--- config.mk ---
export PLATFORM = sky130hd
export DESIGN_NAME = lcd_frame_control
export DESIGN_NICKNAME = d
export VERILOG_FILES = /design/src/hdl/lfc_pkg.sv /design/src/hdl/lcd_frame_control.sv /design/src/hdl/lfc_display_mem.sv
export VERILOG_INCLUDE_DIRS = /design/src /design/src/hdl
export SDC_FILE = /design/constraint.sdc
export NUM_CORES = 1
export LEC_CHECK = 0
export ABC_CLOCK_PERIOD_IN_PS = 4950
export BUFFER_PORTS_ARGS = -buffer_cell sky130_fd_sc_hd__buf_2
export CAP_MARGIN = 40
export CORE_MARGIN = 2
export CORE_UTILIZATION = 60
export CTS_BUF_LIST = sky130_fd_sc_hd__clkbuf_2
export CTS_CLUSTER_DIAMETER = 150
export DETAILED_ROUTE_END_ITERATION = 8
export GPL_ROUTABILITY_DRIVEN = 1
export HOLD_SLACK_MARGIN = 0.08
export PLACE_DENSITY = 0.83
export SLEW_MARGIN = 20
export SYNTH_ARGS = -nofsm -noshare
export SYNTH_HDL_FRONTEND = slang
export SYNTH_SLANG_ARGS = --single-unit
--- constraint.sdc ---
create_clock -name sys_clk -period 4.95 [get_ports sys_clk]
set_clock_uncertainty 0.15 [all_clocks]
set_input_delay 0.495 -clock sys_clk [delete_from_list [all_inputs] [get_ports sys_clk]]
set_output_delay 0.495 -clock sys_clk [all_outputs]
set_load 0.02 [all_outputs]
--- src/hdl/lfc_map.svh ---
`ifndef LFC_MAP_SVH
`define LFC_MAP_SVH

// Register offsets (byte addresses on the plain register port).
`define LFC_ADDR_CTRL_A 4'h0
`define LFC_ADDR_CTRL_B 4'h1
`define LFC_ADDR_CONTRAST 4'h2
`define LFC_ADDR_FRAME_LEN 4'h3
`define LFC_ADDR_STATUS 4'h4
`define LFC_ADDR_MEM_BASE 4'h8
`define LFC_MEM_WORDS 4'h7

// Control register A fields.
`define LFC_A_ENABLE 7
`define LFC_A_LOW_POWER 6
`define LFC_A_FLAG 4
`define LFC_A_IRQ_EN 3
`define LFC_A_BLANK 0
`define LFC_A_WMASK 8'hC9

// Control register B fields.
`define LFC_B_CLK_SEL 7
`define LFC_B_HALF_BIAS 6
`define LFC_B_DUTY_HI 5
`define LFC_B_DUTY_LO 4
`define LFC_B_WMASK 8'hF7

// Other field masks and reset values.
`define LFC_CONTRAST_WMASK 8'h0F
`define LFC_RESET_BYTE 8'h00
`define LFC_FRAME_LEN_RESET 8'h0F
// Shortest frame in ticks minus one, long enough for the memory copy to finish.
`define LFC_FRAME_MIN_TICKS 8'h0F

// Segment counts per port mask code.
`define LFC_SEG_BASE 5'h0D
`define LFC_SEG_24 5'h18
`define LFC_SEG_25 5'h19
`define LFC_SEG_PINS 25

`endif

--- src/hdl/lfc_pkg.sv ---
package lfc_pkg;
    typedef enum logic [2:0] {
        LFC_OFF = 3'h1,
        LFC_RUN = 3'h2,
        LFC_BLANKED = 3'h4
    } lfc_state_t;
endpackage

--- src/hdl/lcd_frame_control.sv ---
// The plain strobed port and the placing of the registers are this design's own decisions.
`include "lfc_map.svh"

// Overview of operation
// Latch memory, blank, wave, contrast at frame
// Register writes accepted at any time
// Enable starts; clearing stops and frees pins
// Waveform select applies from next frame
// Frame flag set when data latched
// Interrupt when flag, enable, global enable
// Flag cleared by vector or written one
// Low-power waveform flags every second frame
// Software masks flag in read-modify-write
// Reserved bits read as zero
// Blank after frame, drive pins ground
// Clock select picks system or async clock
// Async source from oscillator or external input
// Bias select: third or half, non-static
// Duty field chooses one to four commons
// Port mask chooses 13 to 25 segments
// Software disable sequence uses blanking, flag
// Software discharges glass before disabling
// Software keeps display port pins safe
// Software disables before re-initialising
// Software updates from frame interrupt
// Blanking preserves display memory
// Low-power latches data every second frame
// Control bits reset to zero
// Frame strobe synchronised into register domain
module lcd_frame_control
    import lfc_pkg::*;
(
    input wire logic sys_clk,
    input wire logic rst_n,
    input wire logic [3:0] reg_addr,
    input wire logic [7:0] reg_wdata,
    input wire logic reg_wr,
    input wire logic reg_rd,
    output logic [7:0] reg_rdata,
    input wire logic global_irq_enable,
    input wire logic irq_vector_taken,
    input wire logic async_osc_clk,
    input wire logic ext_clock_pin,
    input wire logic ext_clock_input_enable,
    output logic frame_irq,
    output logic frame_start,
    output logic display_active,
    output logic blanked,
    output logic low_power_wave,
    output logic half_bias,
    output logic [3:0] contrast_latched,
    output logic [3:0] common_enable,
    output logic [24:0] segment_enable,
    output logic [55:0] display_latched
);
    logic rst_meta;
    logic rst_sync_n;
    logic display_enable;
    logic low_power_wave_sel;
    logic frame_irq_flag;
    logic frame_irq_enable;
    logic blank_display;
    logic display_clock_sel;
    logic half_bias_sel;
    logic [1:0] duty_select;
    logic [2:0] segment_port_mask;
    logic [3:0] contrast_setting;
    logic [7:0] frame_len;
    logic [7:0] frame_cnt;
    logic osc_meta;
    logic osc_sync;
    logic ext_meta;
    logic ext_sync;
    logic async_lvl;
    logic async_prev;
    logic async_tick;
    logic frame_tick;
    logic odd_frame;
    logic latch_now;
    logic [2:0] lat_idx;
    logic lat_busy;
    logic lat_hold;
    logic [2:0] mem_rd_addr;
    logic [7:0] mem_rd_data;
    logic mem_wr;
    logic rd_pending;
    logic [3:0] rd_addr_q;
    logic [7:0] next_rdata;
    lfc_state_t state;

    function automatic logic [4:0] seg_count(input logic [2:0] code);
        case (code)
            3'h6: seg_count = `LFC_SEG_24;
            3'h7: seg_count = `LFC_SEG_25;
            default: seg_count = 5'(`LFC_SEG_BASE + {code, 1'b0});
        endcase
    endfunction

    function automatic logic is_addr(input logic [3:0] a, input logic [3:0] b);
        is_addr = (a == b);
    endfunction

    function automatic logic is_mem(input logic [3:0] a);
        is_mem = (a >= `LFC_ADDR_MEM_BASE) && (a < 4'(`LFC_ADDR_MEM_BASE + `LFC_MEM_WORDS));
    endfunction

    // A frame lasts at least 16 ticks, long enough for the word-by-word memory copy of the last one unless bus reads of memory stall it.
    function automatic logic frame_done(input logic [7:0] cnt, input logic [7:0] len);
        frame_done = (cnt >= len) && (cnt >= `LFC_FRAME_MIN_TICKS);
    endfunction

    // Reset leaves through two flip-flops so that every register outside the display memory comes out of it on one edge.
    always_ff @(posedge sys_clk or negedge rst_n) begin
        if (!rst_n) begin
            rst_meta <= 1'b0;
            rst_sync_n <= 1'b0;
        end else begin
            rst_meta <= 1'b1;
            rst_sync_n <= rst_meta;
        end
    end

    // The slow display clocks arrive from pins and pass two flip-flops.
    always_ff @(posedge sys_clk or negedge rst_sync_n) begin
        if (!rst_sync_n) begin
            osc_meta <= 1'b0;
            osc_sync <= 1'b0;
            ext_meta <= 1'b0;
            ext_sync <= 1'b0;
            async_prev <= 1'b0;
        end else begin
            osc_meta <= async_osc_clk;
            osc_sync <= osc_meta;
            ext_meta <= ext_clock_pin;
            ext_sync <= ext_meta;
            async_prev <= async_lvl;
        end
    end

    assign async_lvl = ext_clock_input_enable ? ext_sync : osc_sync;
    assign async_tick = async_lvl & ~async_prev;

    // Frame timer: counts display clock ticks from the selected source.
    always_ff @(posedge sys_clk or negedge rst_sync_n) begin
        if (!rst_sync_n) begin
            frame_cnt <= 8'h00;
        end else if (!display_enable) begin
            frame_cnt <= 8'h00;
        end else if (display_clock_sel ? async_tick : 1'b1) begin
            frame_cnt <= frame_done(frame_cnt, frame_len) ? 8'h00 : 8'(frame_cnt + 8'h01);
        end
    end

    assign frame_tick = display_enable && (display_clock_sel ? async_tick : 1'b1)
        && frame_done(frame_cnt, frame_len);
    assign latch_now = frame_tick && (!low_power_wave || !odd_frame);

    // Frame parity, so that the low-power waveform can skip every second latch.
    always_ff @(posedge sys_clk or negedge rst_sync_n) begin
        if (!rst_sync_n) begin
            odd_frame <= 1'b0;
        end else if (!display_enable) begin
            odd_frame <= 1'b0;
        end else if (frame_tick) begin
            odd_frame <= ~odd_frame;
        end
    end

    assign mem_wr = reg_wr && is_mem(reg_addr);

    // A bus read of display memory owns the read port for its cycle; the frame copy waits for it.
    assign lat_hold = reg_rd && is_mem(reg_addr);

    // Control registers; all writable bits reset to zero except frame_len, which resets to 8'h0F.
    always_ff @(posedge sys_clk or negedge rst_sync_n) begin
        if (!rst_sync_n) begin
            display_enable <= 1'b0;
            low_power_wave_sel <= 1'b0;
            frame_irq_enable <= 1'b0;
            blank_display <= 1'b0;
            display_clock_sel <= 1'b0;
            half_bias_sel <= 1'b0;
            duty_select <= 2'h0;
            segment_port_mask <= 3'h0;
            contrast_setting <= 4'h0;
            frame_len <= `LFC_FRAME_LEN_RESET;
        end else if (reg_wr) begin
            if (is_addr(reg_addr, `LFC_ADDR_CTRL_A)) begin
                display_enable <= reg_wdata[`LFC_A_ENABLE];
                low_power_wave_sel <= reg_wdata[`LFC_A_LOW_POWER];
                frame_irq_enable <= reg_wdata[`LFC_A_IRQ_EN];
                blank_display <= reg_wdata[`LFC_A_BLANK];
            end
            if (is_addr(reg_addr, `LFC_ADDR_CTRL_B)) begin
                display_clock_sel <= reg_wdata[`LFC_B_CLK_SEL];
                half_bias_sel <= reg_wdata[`LFC_B_HALF_BIAS];
                duty_select <= reg_wdata[`LFC_B_DUTY_HI:`LFC_B_DUTY_LO];
                segment_port_mask <= reg_wdata[2:0];
            end
            if (is_addr(reg_addr, `LFC_ADDR_CONTRAST)) begin
                contrast_setting <= reg_wdata[3:0];
            end
            if (is_addr(reg_addr, `LFC_ADDR_FRAME_LEN)) begin
                frame_len <= reg_wdata;
            end
        end
    end

    // A new frame start wins over a clear in the same cycle.
    always_ff @(posedge sys_clk or negedge rst_sync_n) begin
        if (!rst_sync_n) begin
            frame_irq_flag <= 1'b0;
        end else if (latch_now) begin
            frame_irq_flag <= 1'b1;
        end else if (irq_vector_taken
            || (reg_wr && is_addr(reg_addr, `LFC_ADDR_CTRL_A) && reg_wdata[`LFC_A_FLAG])) begin
            frame_irq_flag <= 1'b0;
        end
    end

    always_ff @(posedge sys_clk or negedge rst_sync_n) begin
        if (!rst_sync_n) begin
            frame_irq <= 1'b0;
            frame_start <= 1'b0;
        end else begin
            // Looking at latch_now lets the request rise together with the flag.
            frame_irq <= (frame_irq_flag || latch_now) && frame_irq_enable && global_irq_enable;
            frame_start <= latch_now;
        end
    end

    // Settings latched at the frame boundary.
    always_ff @(posedge sys_clk or negedge rst_sync_n) begin
        if (!rst_sync_n) begin
            low_power_wave <= 1'b0;
            contrast_latched <= 4'h0;
            state <= LFC_OFF;
        end else if (!display_enable) begin
            state <= LFC_OFF;
        end else if (latch_now) begin
            low_power_wave <= low_power_wave_sel;
            contrast_latched <= contrast_setting;
            case (state)
                LFC_OFF: state <= LFC_RUN;
                LFC_RUN: state <= blank_display ? LFC_BLANKED : LFC_RUN;
                LFC_BLANKED: state <= blank_display ? LFC_BLANKED : LFC_RUN;
                default: state <= LFC_OFF;
            endcase
        end
    end

    // Display memory is copied word by word after the latch point; blanking never touches it.
    always_ff @(posedge sys_clk or negedge rst_sync_n) begin
        if (!rst_sync_n) begin
            lat_busy <= 1'b0;
            lat_idx <= 3'h0;
        end else if (latch_now) begin
            lat_busy <= 1'b1;
            lat_idx <= 3'h0;
        end else if (lat_busy && !lat_hold) begin
            lat_idx <= 3'(lat_idx + 3'h1);
            lat_busy <= (lat_idx != 3'(`LFC_MEM_WORDS - 4'h1));
        end
    end

    always_ff @(posedge sys_clk or negedge rst_sync_n) begin
        if (!rst_sync_n) begin
            rd_pending <= 1'b0;
            display_latched <= 56'h0;
        end else begin
            rd_pending <= lat_busy && !lat_hold;
            if (rd_pending) begin
                display_latched[8*(lat_idx - 3'h1) +: 8] <= mem_rd_data;
            end
        end
    end

    assign mem_rd_addr = (lat_busy && !lat_hold) ? lat_idx : 3'(reg_addr - `LFC_ADDR_MEM_BASE);

    lfc_display_mem u_mem (
        .sys_clk(sys_clk),
        .wr_en(mem_wr),
        .wr_addr(3'(reg_addr - `LFC_ADDR_MEM_BASE)),
        .wr_data(reg_wdata),
        .rd_addr(mem_rd_addr),
        .rd_data(mem_rd_data)
    );

    // Pin ownership and drive level.
    always_ff @(posedge sys_clk or negedge rst_sync_n) begin
        if (!rst_sync_n) begin
            display_active <= 1'b0;
            blanked <= 1'b0;
            half_bias <= 1'b0;
            common_enable <= 4'h0;
            segment_enable <= 25'h0;
        end else begin
            display_active <= display_enable;
            blanked <= display_enable && state == LFC_BLANKED;
            half_bias <= half_bias_sel && duty_select != 2'h0;
            common_enable <= display_enable ? 4'((5'h02 << duty_select) - 5'h01) : 4'h0;
            for (int i = 0; i < `LFC_SEG_PINS; i++) begin
                segment_enable[i] <= display_enable && (5'(i) < seg_count(segment_port_mask));
            end
        end
    end

    always_comb begin
        next_rdata = 8'h00;
        case (rd_addr_q)
            `LFC_ADDR_CTRL_A: next_rdata = {display_enable, low_power_wave_sel, 1'b0, frame_irq_flag,
                                            frame_irq_enable, 2'b00, blank_display};
            `LFC_ADDR_CTRL_B: next_rdata = {display_clock_sel, half_bias_sel, duty_select, 1'b0,
                                            segment_port_mask};
            `LFC_ADDR_CONTRAST: next_rdata = {4'h0, contrast_setting};
            `LFC_ADDR_FRAME_LEN: next_rdata = frame_len;
            `LFC_ADDR_STATUS: next_rdata = {5'h00, state};
            default: next_rdata = is_mem(rd_addr_q) ? mem_rd_data : 8'h00;
        endcase
    end

    logic rd_q;
    always_ff @(posedge sys_clk or negedge rst_sync_n) begin
        if (!rst_sync_n) begin
            rd_q <= 1'b0;
            rd_addr_q <= 4'h0;
        end else begin
            rd_q <= reg_rd;
            rd_addr_q <= reg_addr;
        end
    end

    // Read data is gated rather than registered: memory words already spend the
    // strobe cycle in the memory's own read register and must still answer one cycle later.
    assign reg_rdata = rd_q ? next_rdata : 8'h00;
endmodule

--- src/hdl/lfc_display_mem.sv ---
`include "lfc_map.svh"

module lfc_display_mem
    import lfc_pkg::*;
(
    input wire logic sys_clk,
    input wire logic wr_en,
    input wire logic [2:0] wr_addr,
    input wire logic [7:0] wr_data,
    input wire logic [2:0] rd_addr,
    output logic [7:0] rd_data
);
    logic [7:0] mem [0:6];

    always_ff @(posedge sys_clk) begin
        if (wr_en) begin
            mem[wr_addr] <= wr_data;
        end
    end

    always_ff @(posedge sys_clk) begin
        rd_data <= mem[rd_addr];
    end
endmodule

==> results of run 1 <==
[synth_stat cells (all sizes together), types with 9 or more instances]
| cell type | n |
|---|---|
| inv | 56 |
| o31ai | 9 |
| a21oi | 19 |
| ha | 22 |
| nand2b | 9 |
| edfxtp | 56 |
| nand2 | 74 |
| mux2 | 57 |
| nor2 | 30 |
| nand3 | 19 |
| nor2b | 12 |
| nor3 | 13 |
| mux4 | 9 |
| a21boi | 10 |
| and2 | 11 |
| mux2i | 12 |
| o21ai | 37 |
| and3 | 22 |
| nand3b | 10 |
| dfrtp | 141 |
| clkbuf | 18 |
| buf | 11 |
[final timing paths]
| kind | startpoint | to | slack (ps) | cells after the start |
|---|---|---|---|---|
| max | lat_idx[0]$_DFFE_PN0P_ | display_latched[35]$_DFFE_PN0P_ | 960 | 9 |
| min | async_osc_clk | osc_meta$_DFF_PN0_ | 200 | 2 |
| max reg2reg | lat_idx[0]$_DFFE_PN0P_ | display_latched[35]$_DFFE_PN0P_ | 960 | 9 |
| min reg2reg | rst_sync_n$_DFF_PN0_ | frame_irq$_DFF_PN0_ | 210 | 0 |
| max in group asynchronous | rst_sync_n$_DFF_PN0_ | display_latched[35]$_DFFE_PN0P_ | 3290 | 1 |
| min in group asynchronous | rst_sync_n$_DFF_PN0_ | frame_irq$_DFF_PN0_ | 210 | 0 |
[flip-flops by register name, summed over array words and instances (netlist names), 2 cells and up]
| name | cells |
|---|---|
| display_latched | 56 |
| u_mem.mem | 56 |
| segment_enable | 24 |
| frame_cnt | 8 |
| frame_len | 8 |
| u_mem.rd_data | 8 |
| common_enable | 4 |
| contrast_latched | 4 |
| contrast_setting | 4 |
| rd_addr_q | 4 |
| lat_idx | 3 |
| segment_port_mask | 3 |
| state | 3 |
| duty_select | 2 |
[cell type report]
cell class / count / area share (%)
inverter: 56 / 1.983
antenna: 1 / 0.02361
timing repair buffer: 151 / 8.312
sequential: 210 / 51.95
tap: 188 / 2.220
clock buffer: 67 / 3.164
clock inverter: 22 / 1.098
multi-input combinational: 454 / 31.25
[critical path, stage by stage (launching register included)]
cell and delay, ps:
dfrtp_1 540, inv_1 160, ha_1 570, nand3_1 180, ha_1 330, nor4_1 290, and4_1 310, o211ai_1 140
or4_1 790, mux2_4 380
[metal layers]
| layer | GRT usage, % | wire length (µm) | up-vias |
|---|---|---|---|
| met2 | 41.46 | 9713 | 273 |
| met4 | 11.64 | 607 | 0 |
| met5 | 0 | 0 | - |
| met1 | 33.36 | 8601 | 3185 |
| li1 | - | - | 3057 |
| met3 | 5.611 | 1359 | 46 |
[logic make-up after synthesis]
| group | share of synthesized area (%) |
|---|---|
| and+or+nand+nor | 12.12 |
| muxes | 10.87 |
| adders and majority gates | 3.007 |
| other | 0.04097 |
| buffers and inverters | 3.827 |
| AOI/OAI and AO/OA | 9.240 |
| DFF | 60.10 |
| xor gates and xnor gates | 0.7928 |
[through the flow]
step | utilization [%] | instances | cell area (µm²) | total power [W] | setup slack [ps]
2_1_floorplan | - | 749 | 9154 | 0.002408 | 439.6
3_3_place_gp | 65.89 | 1036 | 9906 | 0.002594 | 1198
3_5_place_dp | 66.01 | 1037 | 9923 | 0.002616 | 1067
4_1_cts | 70.48 | 1148 | 10600 | 0.003712 | 1016
5_1_grt | 70.50 | 1149 | 10600 | 0.003871 | 731.1
6_report | 70.50 | 1149 | 10600 | 0.003688 | 961.3
[repair_timing]
item | in CTS | in global routing
setup endpoints to repair | 0 | 0
buffers inserted | 0 | 0
hold endpoints to repair | 107 | 0
hold buffers | 22 | 0
[power groups by stage]
stage          logic [W]  clock network, W  registers (W)
3_5_place_dp    0.000555                 0        0.00206
3_3_place_gp    0.000537                 0        0.00206
5_1_grt         0.000616           0.00121        0.00204
2_1_floorplan   0.000286                 0        0.00212
6_report        0.000571           0.00109        0.00203
4_1_cts         0.000570           0.00112        0.00203
==> results.toml, run 1 <==
[critical_path]
cp_max_fo = 17
worst_setup_path_end_kind = "flip-flop"
worstPathArrival_ps = 4440
critical_path_class = "flip-flop to flip-flop"
cp.required_ps = 5400
cp-start-kind = "flip-flop"

[power]
powerDensity_mw_per_mm2 = 348.0
seq_power_share_pct = 54.9
switching_power_w = 0.001130
p_int_w = 0.002558
clock_power_share_pct = 29.6
p_leak_nw = 5.203
peakVddDrop_v = 0.0001759
p_sw_share_pct = 30.63
combPwrFrac_pct = 15.5

[yosys]
yosysUniqueCellTypes = 66
ys_seq_elements = 210
synth_async_sr_flop_share_pct = 69.52
syn-cell-area_mm2 = 0.009154
synth_largest_area_cell = "dfrtp_1"
syn_area_per_cell_um2 = 12.22
ys_top_cells_by_area = "dfrtp_1 39%, edfxtp_1 18%, mux2_2 6.0%"
postSynthCellCount = 749
synth_edf_count = 56
ys_seq_area_share_pct = 60.10
ys_warn_count = 0
synth_top_area_share_pct = 38.55
syn-num-nets = 792
synthFlopType = "dfrtp_1"

[status]
status = "finished clean"

[clock_tree]
cts_resized = 0
clkTransAtPathRegs_ps = 100
cts_buffers = 51
clock_latency_ps = 790
cts_buffer_depth = 3
htree_levels = 2
cts_tree = "done"
clock-sinks = 210
root_buffer = "clkbuf_2"

[global_route]
grt_overflow = 0
antenna_found_initial = 1
grt_first_pass_wirelength_um = 32530
grt_start_max_net_pins = 55
grt_use_total_pct = 25.56
grt_pass1_vias = 6496

[floorplan]
die_y_um = 127.5
rows = 45
core_area_mm2 = 0.01503
start_util_pct = 60.89
die_w_um = 127.5
die_area_mm2 = 0.01626
io_pins = 124

[sta]
finalCriticalPeriod_ps = 3989
setup_tns_ps = 0
rsz0062_at_grt = "false"
hold-worst-slack_ps = 197.6
setup_viol = 0
timing_hold_violations_final = 0
slew_violations = 0
tightestPinTransition_ps = 875.0
period_share_pct = 80.58
clock.fmax_ghz = 0.2507
maxSlewHeadroom_pct = 41.54

[detailed_routing]
drt_wl_total_um = 20280
drtIter0Drc = 506
drc = 0
via_per_inst = 5.710
dr.pass1.iters = 5
ant_nets = 0
wl_per_cell_um = 17.65
dr_total_vias = 6561

[cells_and_area]
mostFrequentLayoutCells = "140 x dfrtp_1, 123 x buf_2, 74 x nand2_1"
fillers = 1044
final_nets = 967
seq_area_mm2 = 0.005505
layout_commonest_cell = "dfrtp_1"
syn_to_final_growth_pct = 15.77
multi_input_area_mm2 = 0.003312
drive_gt1_share_pct = 29.58

[run]
drv_cap = 0

[hold_path]
hold_class = "input pin to flip-flop"

[placement]
gp_congestion = 0.8522
io_buffer_count = 123
hpwl_um = 13780
No activity file was read; power rests on OpenSTA's default activity.
==> run 2: changes to the inputs <==
Settings changed: ABC_CLOCK_PERIOD_IN_PS 4950 to 3400, CORE_UTILIZATION 60 to 54, PLACE_DENSITY 0.83 to 0.79.
Clock period 4.95 ns to 3.4 ns, I/O delays scaled along.
==> results.toml, run 2 (synthesized netlist as in run 1, its figures left out) <==
[sta]
period_share_pct = 97.29
slew_violations = 0
timing_hold_violations_final = 0
maxSlewHeadroom_pct = 47.47
hold-worst-slack_ps = 104.2
finalCriticalPeriod_ps = 3308
clock.fmax_ghz = 0.3023
setup_viol = 0
tightestPinTransition_ps = 785.1

[critical_path]
critical_path_class = "flip-flop to flip-flop"
worst-path-buf-inv = 1
reg2reg_slack_ps = 90
cp_max_fo = 8
cp_top_family = "simple AND/OR/NAND/NOR gates"
r2r_start = "lat_idx[0]$_DFFE_PN0P_"
worstPathArrival_ps = 3800
cp_num_cells = 10
worst_setup_path_end_kind = "flip-flop"
r2r.worst_path.cells = 10
max_stage_delay_ps = 640
crit_path_top_delay_cell = "or4_4"
reg2reg_to = "display_latched[34]$_DFFE_PN0P_"
crit_chain = "inv_1, ha_4, xnor2_2, and3_4, ha_1, nor4_2, and4_1, o211ai_1, or4_4, mux2_4"
cp-start-kind = "flip-flop"
cp.required_ps = 3890

[power]
peakVddDrop_v = 0.0002526
p_leak_nw = 5.343
powerDensity_mw_per_mm2 = 495.7

[cells_and_area]
final_nets = 985
seq_area_mm2 = 0.005505
drive_gt1_share_pct = 32.22
mostFrequentLayoutCells = "140 x dfrtp_1, 123 x buf_2, 83 x clkbuf_2"
multi_input_area_mm2 = 0.003342
fillers = 1300
fin_area_mm2 = 0.01086
reg_top3 = "display_latched x56, u_mem.mem x56, segment_enable x24"
syn_to_final_growth_pct = 18.59
layout_commonest_cell = "dfrtp_1"

[global_route]
grt_overflow = 0
grt_start_max_net_pins = 64
grt_pass1_vias = 6464
grt_first_pass_wirelength_um = 33150
antenna_found_initial = 1
grt_use_total_pct = 23.42

[floorplan]
die_w_um = 134.2
start_util_pct = 55.20
core_area_mm2 = 0.01658
die_area_mm2 = 0.01801
die_y_um = 134.2
rows = 47
io_pins = 124

[clock_tree]
clkTransAtPathRegs_ps = 120
cts_buffers = 51
clock-sinks = 210
root_buffer = "clkbuf_2"
cts_buffer_depth = 3
htree_levels = 2
cts_tree = "done"
clock_latency_ps = 780

[hold_path]
hold_class = "flip-flop to asynchronous set/reset pin"

[detailed_routing]
ant_nets = 0
drc = 0
wl_per_cell_um = 17.22
via_per_inst = 5.432
dr_total_vias = 6546
drtIter0Drc = 442
dr.pass1.iters = 5
drt_wl_total_um = 20750

[run]
drv_cap = 0

[placement]
placed_cell_area_mm2 = 0.01010
hpwl_um = 14110
gp_congestion = 0.9493
io_buffer_count = 123

[status]
status = "finished clean"
run 2: cell count changes in the layout (fill, tap and decap cells not counted), sizes merged:
| cell | delta |
|---|---|
| inv | -1 |
| clkinv | -8 |
| dlygate4sd3 | +2 |
| buf | +16 |
| bufinv | -1 |
| clkbuf | +16 |
run 2: metal layers:
metal,global-route usage [%],part of all wire [%],vias up
met2,38.78,50,234
met4,7.778,2.2,0
met5,0,0,-
li1,-,-,3102
met3,5.291,6.5,34
met1,30.84,42,3176
run 2: stage by stage:
| stage | instances | utilization (%) | TNS, ps | power [W] | worst slack, ps |
|---|---|---|---|---|---|
| 2_1_floorplan | 749 | - | 0 | 0.003506 | 35.02 |
| 3_3_place_gp | 1083 | 60.76 | 0 | 0.003781 | 3.918 |
| 3_5_place_dp | 1084 | 60.93 | -1630 | 0.003808 | -209.4 |
| 4_1_cts | 1203 | 65.21 | 0 | 0.005441 | 42.22 |
| 5_1_grt | 1205 | 65.46 | -49.79 | 0.005678 | -25.15 |
| 6_report | 1205 | 65.46 | 0 | 0.005381 | 91.99 |
run 2: layout make-up:
type	count	share of cell area [%]
sequential	210	50.71
multi-input combinational	454	30.79
timing repair buffer	169	9.705
clock buffer	83	3.827
tap	220	2.536
inverter	56	1.936
clock inverter	12	0.4726
antenna	1	0.02305
run 2: report_power, final:
group	switching, W	internal [W]	leakage, nW
sequential	0.000171	0.00280	2.50
combinational	0.000503	0.000309	2.47
clock	0.000959	0.000641	0.375
run 2: worst register-to-register path, stage by stage (launching register included):
cell and delay [ps]:
dfrtp_1 430, inv_1 120, ha_4 190, xnor2_2 200, and3_4 230, ha_1 250
nor4_2 300, and4_1 240, o211ai_1 110, or4_4 640, mux2_4 330
run 2: how the worst max path moves through the flow:
stage | from | endpoint | slack, ps
6_report | lat_idx[0]$_DFFE_PN0P_ | display_latched[34]$_DFFE_PN0P_ | 90
5_1_grt | lat_idx[0]$_DFFE_PN0P_ | display_latched[34]$_DFFE_PN0P_ | -30
4_1_cts | lat_idx[0]$_DFFE_PN0P_ | display_latched[34]$_DFFE_PN0P_ | 40
3_5_place_dp | lat_idx[0]$_DFFE_PN0P_ | display_latched[33]$_DFFE_PN0P_ | -210
3_3_place_gp | lat_idx[0]$_DFFE_PN0P_ | display_latched[35]$_DFFE_PN0P_ | 4
2_1_floorplan | lat_idx[0]$_DFFE_PN0P_ | display_latched[32]$_DFFE_PN0P_ | 40
run 2: what timing repair did:
action	in CTS	in global routing
hold buffers	24	0
buffers inserted	0	1
pin swaps	1	3
gates resized for setup	1	5
setup endpoints to repair	8	8
endpoints found under the hold margin	160	0
